==> src/amt_defines.vh <==
/*
  constants for the absolute multiturn tracker: limits, alarm codes, usage encodings.
  assumes inclusion by amt_tracker.v only; definitions only.
*/
`ifndef AMT_DEFINES_VH
`define AMT_DEFINES_VH
`define AMT_LIMIT_W 16
`define AMT_LIMIT_DEFAULT 16'hffff
`define AMT_USAGE_ABSOLUTE 1'b0
`define AMT_USAGE_INCREMENTAL 1'b1
`define AMT_CODE_NONE 3'h7
`define AMT_CODE_DISAGREE 3'h2
`define AMT_CODE_BACKUP 3'h0
`define AMT_CODE_CHECKSUM 3'h4
`define AMT_CODE_MONITOR 3'h1
`endif

==> src/amt_tracker.v <==
/*
  absolute multiturn tracker: usage select, wrapping revolution count, encoder
  setup and limit rewrite gating, encoder alarm latching with 3-bit alarm code.
  assumes RESET_I is the power-on reset; encoder event inputs are pins and are
  resynchronised here; config inputs are static drive parameters.
*/
`timescale 1ns/1ps
`default_nettype none
`include "amt_defines.vh"
module amt_tracker #(
  parameter LIMIT_W = `AMT_LIMIT_W
) (
  input wire CORE_CLK_I,
  input wire RESET_I,
  input wire ENCODER_USAGE_SELECT_I,
  input wire [LIMIT_W-1:0] MULTITURN_WRAP_LIMIT_I,
  input wire [LIMIT_W-1:0] ENC_STORED_LIMIT_I,
  input wire ZERO_CROSS_POS_I,
  input wire ZERO_CROSS_NEG_I,
  input wire BACKUP_FAULT_I,
  input wire CHECKSUM_FAULT_I,
  input wire MONITOR_FAULT_I,
  input wire SERVO_ON_I,
  input wire ALARM_RESET_I,
  input wire ENCODER_SETUP_FUNCTION_I,
  input wire ENCODER_LIMIT_REWRITE_FUNCTION_I,
  output reg INCREMENTAL_MODE_O,
  output reg [LIMIT_W-1:0] ACTIVE_LIMIT_O,
  output reg [LIMIT_W-1:0] MULTITURN_COUNT_O,
  output reg SIGNED_MODE_O,
  output reg SETUP_ACCEPT_O,
  output reg SETUP_REFUSE_O,
  output reg LIMIT_WRITE_O,
  output reg [LIMIT_W-1:0] LIMIT_WRITE_DATA_O,
  output reg LIMIT_DISAGREEMENT_ALARM_O,
  output reg BACKUP_ALARM_O,
  output reg CHECKSUM_ALARM_O,
  output reg MONITOR_ALARM_O,
  output reg ALARM_CODE_BIT_ONE_O,
  output reg ALARM_CODE_BIT_TWO_O,
  output reg ALARM_CODE_BIT_THREE_O
);
  localparam [LIMIT_W-1:0] FULL = {LIMIT_W{1'b1}};
  localparam [LIMIT_W-1:0] ONE = {{(LIMIT_W-1){1'b0}}, 1'b1};
  localparam [LIMIT_W-1:0] ZERO = {LIMIT_W{1'b0}};

  // pin inputs: three stages each, a change counts once stages two and three agree;
  // the agree stage costs one edge of latency but rejects a lone glitch on the cable
  localparam NPIN = 5;
  localparam PIN_POS = 0;
  localparam PIN_NEG = 1;
  localparam PIN_BACKUP = 2;
  localparam PIN_CHECKSUM = 3;
  localparam PIN_MONITOR = 4;
  wire [NPIN-1:0] pins = {MONITOR_FAULT_I, CHECKSUM_FAULT_I, BACKUP_FAULT_I,
    ZERO_CROSS_NEG_I, ZERO_CROSS_POS_I};
  wire [NPIN-1:0] flt;
  reg flt_prev_pos_q, flt_prev_neg_q;
  reg cfg_done_q;
  // edge detectors reset to the idle low level, so no false step follows reset
  wire pos_step = flt[PIN_POS] & ~flt_prev_pos_q;
  wire neg_step = flt[PIN_NEG] & ~flt_prev_neg_q;
  wire setup_ok = ENCODER_SETUP_FUNCTION_I & ~SERVO_ON_I;
  wire rewrite_ok = ENCODER_LIMIT_REWRITE_FUNCTION_I & LIMIT_DISAGREEMENT_ALARM_O;
  wire count_run;
  wire [LIMIT_W-1:0] count_d;
  wire [2:0] code;

  // next count for one step of the motor
  function [LIMIT_W-1:0] step_count;
    input [LIMIT_W-1:0] cur;
    input [LIMIT_W-1:0] lim;
    input signed_mode;
    input up;
    begin
      if (signed_mode) begin
        // two's complement wraps -32768/32767 naturally
        step_count = up ? cur + ONE : cur - ONE;
      end else if (up) begin
        // a count above the limit also returns to zero rather than running on
        step_count = (cur >= lim) ? ZERO : cur + ONE;
      end else begin
        step_count = (cur == ZERO) ? lim : cur - ONE;
      end
    end
  endfunction

  // pin code of the highest-priority active alarm; values are pin levels, on is low
  function [2:0] alarm_code;
    input disagree;
    input monitor;
    input backup;
    input checksum;
    begin
      if (disagree) begin
        alarm_code = `AMT_CODE_DISAGREE;
      end else if (monitor) begin
        alarm_code = `AMT_CODE_MONITOR;
      end else if (backup) begin
        alarm_code = `AMT_CODE_BACKUP;
      end else if (checksum) begin
        alarm_code = `AMT_CODE_CHECKSUM;
      end else begin
        alarm_code = `AMT_CODE_NONE;
      end
    end
  endfunction

  genvar gi;
  generate
    for (gi = 0; gi < NPIN; gi = gi + 1) begin : g_pin
      reg s1_q;
      reg s2_q;
      reg s3_q;
      reg flt_q;
      always @(posedge CORE_CLK_I or posedge RESET_I) begin
        if (RESET_I) begin
          s1_q <= 1'b0;
          s2_q <= 1'b0;
          s3_q <= 1'b0;
          flt_q <= 1'b0;
        end else begin
          s1_q <= pins[gi];
          s2_q <= s1_q;
          s3_q <= s2_q;
          // hold the old level while stages two and three disagree
          flt_q <= (s2_q & s3_q) | (flt_q & (s2_q | s3_q));
        end
      end
      assign flt[gi] = flt_q;
    end
  endgenerate

  // configuration captured once after reset release, so later changes wait for power cycle
  always @(posedge CORE_CLK_I or posedge RESET_I) begin
    if (RESET_I) begin
      cfg_done_q <= 1'b0;
      INCREMENTAL_MODE_O <= `AMT_USAGE_ABSOLUTE;
      ACTIVE_LIMIT_O <= `AMT_LIMIT_DEFAULT;
      SIGNED_MODE_O <= 1'b1;
      LIMIT_DISAGREEMENT_ALARM_O <= 1'b0;
    end else begin
      cfg_done_q <= 1'b1;
      if (!cfg_done_q) begin
        INCREMENTAL_MODE_O <= ENCODER_USAGE_SELECT_I;
        ACTIVE_LIMIT_O <= MULTITURN_WRAP_LIMIT_I;
        SIGNED_MODE_O <= (MULTITURN_WRAP_LIMIT_I == FULL);
        // incremental use has no multiturn data, so no comparison then
        LIMIT_DISAGREEMENT_ALARM_O <= (ENCODER_USAGE_SELECT_I == `AMT_USAGE_ABSOLUTE) &&
          (MULTITURN_WRAP_LIMIT_I != ENC_STORED_LIMIT_I);
      end else if (rewrite_ok) begin
        LIMIT_DISAGREEMENT_ALARM_O <= 1'b0;
      end
    end
  end

  // count frozen while the limit is unsettled or the alarm stands;
  // steps in both directions in one cycle cancel and are dropped
  assign count_run = cfg_done_q &&
    !INCREMENTAL_MODE_O &&
    !LIMIT_DISAGREEMENT_ALARM_O &&
    (pos_step ^ neg_step);
  assign count_d = step_count(MULTITURN_COUNT_O, ACTIVE_LIMIT_O, SIGNED_MODE_O, pos_step);

  always @(posedge CORE_CLK_I or posedge RESET_I) begin
    if (RESET_I) begin
      flt_prev_pos_q <= 1'b0;
      flt_prev_neg_q <= 1'b0;
      MULTITURN_COUNT_O <= ZERO;
    end else begin
      flt_prev_pos_q <= flt[PIN_POS];
      flt_prev_neg_q <= flt[PIN_NEG];
      if (count_run) begin
        MULTITURN_COUNT_O <= count_d;
      end
    end
  end

  // alarms: fault set wins over any clear in the same cycle
  always @(posedge CORE_CLK_I or posedge RESET_I) begin
    if (RESET_I) begin
      BACKUP_ALARM_O <= 1'b0;
      CHECKSUM_ALARM_O <= 1'b0;
      MONITOR_ALARM_O <= 1'b0;
      SETUP_ACCEPT_O <= 1'b0;
      SETUP_REFUSE_O <= 1'b0;
      LIMIT_WRITE_O <= 1'b0;
      LIMIT_WRITE_DATA_O <= ZERO;
    end else begin
      SETUP_ACCEPT_O <= setup_ok;
      SETUP_REFUSE_O <= ENCODER_SETUP_FUNCTION_I & SERVO_ON_I;
      // alarm reset deliberately unused here
      BACKUP_ALARM_O <= flt[PIN_BACKUP] | (BACKUP_ALARM_O & ~setup_ok);
      CHECKSUM_ALARM_O <= flt[PIN_CHECKSUM] | (CHECKSUM_ALARM_O & ~setup_ok);
      // only a power-on reset releases the monitor alarm
      MONITOR_ALARM_O <= flt[PIN_MONITOR] | MONITOR_ALARM_O;
      LIMIT_WRITE_O <= rewrite_ok;
      // the copied limit is not checked: a wrong drive limit lands in the encoder as is
      if (rewrite_ok) begin
        LIMIT_WRITE_DATA_O <= ACTIVE_LIMIT_O;
      end
    end
  end

  // code pins trail the alarm flags by one edge, since they come from flip-flops
  assign code = alarm_code(LIMIT_DISAGREEMENT_ALARM_O, MONITOR_ALARM_O, BACKUP_ALARM_O,
    CHECKSUM_ALARM_O);

  always @(posedge CORE_CLK_I or posedge RESET_I) begin
    if (RESET_I) begin
      ALARM_CODE_BIT_ONE_O <= 1'b1;
      ALARM_CODE_BIT_TWO_O <= 1'b1;
      ALARM_CODE_BIT_THREE_O <= 1'b1;
    end else begin
      ALARM_CODE_BIT_ONE_O <= code[0];
      ALARM_CODE_BIT_TWO_O <= code[1];
      ALARM_CODE_BIT_THREE_O <= code[2];
    end
  end

  // alarm reset clears none of the encoder alarms kept here, so it is only parked
  wire unused_ok = ALARM_RESET_I;
endmodule // amt_tracker
`default_nettype wire

==> config.mk <==
export PLATFORM = sky130hd
export DESIGN_NAME = amt_tracker
export DESIGN_NICKNAME = d
export VERILOG_FILES = /design/src/amt_tracker.v
export VERILOG_INCLUDE_DIRS = /design/src
export SDC_FILE = /design/constraint.sdc
export NUM_CORES = 1
export LEC_CHECK = 0
export BUFFER_PORTS_ARGS = -buffer_cell sky130_fd_sc_hd__buf_4
export CAP_MARGIN = 20
export CORE_UTILIZATION = 47
export CTS_CLUSTER_SIZE = 40
export DETAILED_ROUTE_END_ITERATION = 10
export PLACE_DENSITY_LB_ADDON = 0.08
export SYNTH_ARGS = -nofsm -noshare
export SYNTH_HDL_FRONTEND = slang
export SYNTH_SLANG_ARGS = --single-unit
==> constraint.sdc <==
create_clock -name CORE_CLK_I -period 3.12 [get_ports CORE_CLK_I]
set_input_delay 0.312 -clock CORE_CLK_I [delete_from_list [all_inputs] [get_ports CORE_CLK_I]]
set_output_delay 0.312 -clock CORE_CLK_I [all_outputs]
set_load 0.03 [all_outputs]
Word-level counts from Yosys, hierarchy flattened
Cells that the tools add are included.

Reductions and logical operators: 7. Mux-type cells: 11. Eq/ne operators: 3. $add $sub $neg: 2. Bitwise logic cells: 36. Magnitude comparators: 1.

Operator list (count): $mux W16 (5); $and A1 B1 Y1 (17); $add A16 B1 Y16 const B (1); $eq A16 B16 Y1 const B (1); $ge A16 B16 Y1 (1); $logic_not A16 Y1 (1); $ne A16 B16 Y1 (1); $sub A16 B1 Y16 const B (1); $or A1 B1 Y1 (13); $mux W3 (3); $not A1 Y1 (5); $logic_and A1 B1 Y1 (4); $logic_not A1 Y1 (2); $mux W1 (2); $mux W2 (1); $ne A2 B1 Y1 const B (1); $xor A1 B1 Y1 (1).

Output and inout bits: 60. Input port bits: 44. Logic and storage cells: 98. Register bits: 83.

Logic depth before layout (Yosys ltp)
Word-level depth: 5. Gate-level depth with buffers: 10. Depth with buffers taken out: 8.

Least setup slack after synthesis
OpenSTA, ideal clock, no wires.

Path type: register to register. Start point: register MULTITURN_COUNT_O[0]. End point: register MULTITURN_COUNT_O[9]. Arrival: 2769 ps. Path slack: 265 ps. Buffers on the path: 2. Cell stages (with the launch flop): 11. Clock period less this slack: 2855 ps. Setup time: 87 ps. Required time: 3033 ps. Cells stage by stage: dfrtp_1 clkbuf_1 inv_1 ha_1 nand2b_1 a2111oi_0 nor4b_1 o31a_1 clkbuf_1 or4_1 o211ai_1.

Cells in the longest elaborated chain, start to end: 4. Elaborated cells on any way between the ends: 9. Those cells by class: 2 x add/sub; 1 x order compare; 5 x mux; 1 x reduce/logical.

RTL lines: start: declaration (line amt_tracker.v:29) `output reg [LIMIT_W-1:0] MULTITURN_COUNT_O,`; start signal: assignment (line amt_tracker.v:174) `MULTITURN_COUNT_O <= count_d;`; $sub A16 B1 Y16 (tied with other cells) (line amt_tracker.v:78, amt_tracker.v:83); $mux W16 (on tied branches) (line amt_tracker.v:83, amt_tracker.v:81); $mux W16 (line amt_tracker.v:79) `end else if (up) begin`; $mux W16 * (line amt_tracker.v:76) `if (signed_mode) begin`.

Every way passes the cells marked *; elsewhere a longest branch is shown, timed or not. A chain may end at the register's enable or synchronous reset.

Worst setup path in the final report
Start point: register MULTITURN_COUNT_O[3]. End point: register MULTITURN_COUNT_O[11].

Same word-level chain as after synthesis.

==> reports/metrics.sh <==
SYNTH-SEQ-AREA-SHARE_PCT=47.6
MAX-CLOCK-PATH-BUFFERS=2
VIAS=3834
AVGVIACOUNTPERCELL=5.66
HOLDBUFCOUNTCTS=0
IOPINCOUNT=104
REG2REG_FROM='MULTITURN_COUNT_O[3]'
CLK_TRANSITION_REPORTED_PATHS_PS=90
SYNTH_AREA_LEADERS='dfrtp_1 36%, dfstp_2 12%, ha_1 5.4%'
POSTSYNTHNETCOUNT=504
ANT_NETS=0
SYNTH-ASYNC-RESET-RATIO_PCT=100
P_CLK_SHARE_PCT=19.1
SETUP_VIOL=0
TIMING.SLEW.HEADROOM_PCT=43.5
ANTENNA-DIODE-COUNT=0
FIN_CRIT_PS=2850
AREA_DELTA_SYNTH_FINAL_PCT=27.7
POWER.SHARE.SWITCHING_PCT=42.1
TIMING.REG2REG.WORST_PATH_DEPTH=6
LAYOUT.CELLS.MOST_COMMON='buf_4'
FF2FF_SETUP_SLACK_PS=270
FINAL-SEQ-AREA_UM2=2100
DRC_ERRORS=0
FILLER_CELL_COUNT=817
CTS-HTREE-LEVELS=3
GRT.TOTAL_USAGE_PCT=26.9
FIRST_GLOBAL_VIAS=3816
PWR_DENSITY_CELL_nW_PER_UM2=749
FLOORPLAN.INITIALDENSITY_PCT=48.3
IO_BUFFER_COUNT=102
FINISH.NET_COUNT=624
RUN_STATUS='completed'
ROW_COUNT=35
DIE-WIDTH_UM=99.0
PATH_CLASS='reg2reg'
WORST-ENDPOINT-REQUIRED_PS=3370
SYNTH_EDF_COUNT=0
TIMING.CRITICAL_PATH.CELLS='or4_4 > or3_4 > or4_4 > nor2_1 > a211oi_1 > a211o_1'
FINCLKSKEW_PS=12.1
DIE-HEIGHT_UM=99.0
MOSTFREQUENTLAYOUTCELLS='131 x buf_4, 63 x dfrtp_1, 45 x nand2_1'
DETAIL_ROUTE.WL_PER_CELL_UM=18.3
ROUTE.FINAL.WIRE_LENGTH_UM=12400
FINAL_CRITICAL_PATH_SHARE_OF_THE_CLOCK_PERIOD_PCT=91.3
FFS_LATCHES_SYNTH=83
DRT-INITIAL-DRC-COUNT=263
CELL_INTERNAL_PWR_mW=2.44
GRT-OVFL-TOTAL=0
POWER_SWITCHING_mW=1.78
ANTENNA_VIOLATIONS_BEFORE_REPAIR=0
CELLLEAKAGEPOWER_nW=2.51
CRITPATHMAXSTAGEDELAY_PS=650
MULTI_INPUT_COMB_AREA_UM2=2120
CP-START-KIND='flip-flop'
SYNTH_FF_TYPE='dfrtp_1'
TRITONCTS_NUM_SINKS=83
DIE-AREA_UM2=9790
DRV.MAX_CAP_VIOLATION_COUNT=0
SLEW_VIOL_FINAL=0
CRIT_PATH_MAX_FANOUT=21
TRITONCTS.NUM_BUFFERS=9
DETAILEDPLACEMENTHPWL_UM=9590
CTS_TREE='yes'
HOLD_CLASS='in2async'
COMB_POWER_SHARE_PCT=46.3
SYNTH_WARNINGS=0
POST_SYNTH.CELL_AREA_AVG_UM2=10.0
RSZ0062_AT_GRT='no'
POST-SYNTH-TOP-AREA-FRACTION_PCT=35.7
CLK_LATENCY_PS=360
FP.COREAREA_UM2=9150
TIMING.FMAX_MHz=351
CRITICAL_PATH.MOST_COMMON_CELL='or4_4'
GP_CONGESTION=0.879
HOLD_WS_PS=46.2
POST_SYNTH_INSTANCE_AREA_UM2=4420
TNS_PS=0
REGTOREGENDPOINT='MULTITURN_COUNT_O[11]'
SEQPWRFRAC_PCT=34.7
GRT_START_MAX_NET_PINS=46
WORST_SLEW_PIN_SLEW_PS=846
NUMBER_OF_ENDPOINTS_WITH_NEGATIVE_HOLD_SLACK_IN_THE_FINAL_REPORT=0
FINALWORSTSETUPSLACK_PS=271
SYNTHCELLS=441
GRT_FIRST_PASS_WIRELENGTH_UM=20100
WORST-ENDPOINT-ARRIVAL_PS=3100
CP-END-KIND='flip-flop'
SYNTH.LARGEST_AREA_CELL='dfrtp_1'
CLK_ROOT_BUFFER_CELL='clkbuf_8'
DRT_FIRST_PASS_ITERS=5
PRECTSSETUPSLACK_PS=215
VDD.IR_DROP.WORST_mV=0.257
CRITPATHSLOWESTCELL='or4_4'
DRIVE_ABOVE_1_SHARE_PCT=34.6
SYNTH.LIB_CELLS_USED.DISTINCT=54
-- final cells by class --
cell class	instances	share of cell area [%]
Clock buffer	10	2.26
Tap cell	111	2.46
Timing Repair Buffer	131	17.4
Inverter	25	1.69
Clock inverter	6	1.26
Sequential cell	83	37.3
Multi-Input combinational cell	311	37.6
-- critical path: cells and delay by family (launching register included) --
family,cells,cell delay [ps]
flops,1,520
compound gates,2,350
simple gates,4,1860
-- how the worst max path moves through the flow --
stage	to	from	slack, ps
global route	MULTITURN_COUNT_O[6]	ACTIVE_LIMIT_O[13]	50
floorplan	MULTITURN_COUNT_O[9]	MULTITURN_COUNT_O[0]	260
detailed placement	MULTITURN_COUNT_O[7]	ACTIVE_LIMIT_O[13]	220
finish	MULTITURN_COUNT_O[11]	MULTITURN_COUNT_O[3]	270
CTS	MULTITURN_COUNT_O[7]	ACTIVE_LIMIT_O[13]	200
global placement	MULTITURN_COUNT_O[6]	ACTIVE_LIMIT_O[13]	280
-- kinds of logic after synthesis --
group,Yosys count,synth area share (%)
simple gates,155,18.0
compound gates,85,13.3
flops,83,47.6
buf+inv,47,4.36
xor+xnor,29,5.75
fa+ha+maj,24,6.51
mux,17,4.33
other cells,1,0.0849
-- stage by stage --
stage	util, %	instances	instance area [um2]	power (mW)
2_1_floorplan	-	441	4420	2.70
3_3_place_gp	59.5	661	5440	3.38
3_5_place_dp	59.5	661	5440	3.42
4_1_cts	61.6	677	5640	4.23
5_1_grt	61.7	677	5640	4.47
6_report	61.7	677	5640	4.22
-- flip-flops by register name, indices dropped and copies added (netlist names), 5 cells and up --
name,flops
g_pin.s1_q,5
ACTIVE_LIMIT_O,16
LIMIT_WRITE_DATA_O,16
MULTITURN_COUNT_O,16
g_pin.s2_q,5
g_pin.s3_q,5
g_pin.flt_q,5
-- layer usage --
layer,track usage (%),up-vias,share of wire [%]
li1,-,1828,-
met1,35.4,1831,44
met2,44.8,155,48
met3,5.32,20,6.1
met4,8.15,0,1.8
met5,0,-,0
-- Yosys cell counts, drive strengths merged, types with 5 or more instances --
master / number
nand2: 45
o211ai: 9
nand3: 15
mux2: 17
nand4: 16
or4: 8
or3: 5
clkbuf: 16
a21oi: 13
maj3: 5
nor3: 16
or2: 5
dfstp: 20
nor4: 7
inv: 25
o21ai: 27
xnor2: 25
nor2: 24
ha: 19
dfrtp: 63
buf: 6
-- what timing repair did --
action / in CTS / in global routing
endpoints found under the setup margin: 0 / 3
setup buffers: 0 / 0
resized for setup: 0 / 1
-- power groups by stage --
stage	clock network (mW)	registers, mW	logic (mW)
after floorplan	0	1.79	0.910
after global placement	0	1.48	1.91
after detailed placement	0	1.48	1.94
after CTS	0.821	1.46	1.94
after global routing	0.861	1.49	2.12
final	0.807	1.46	1.95
(Power assumes the default switching activity.)
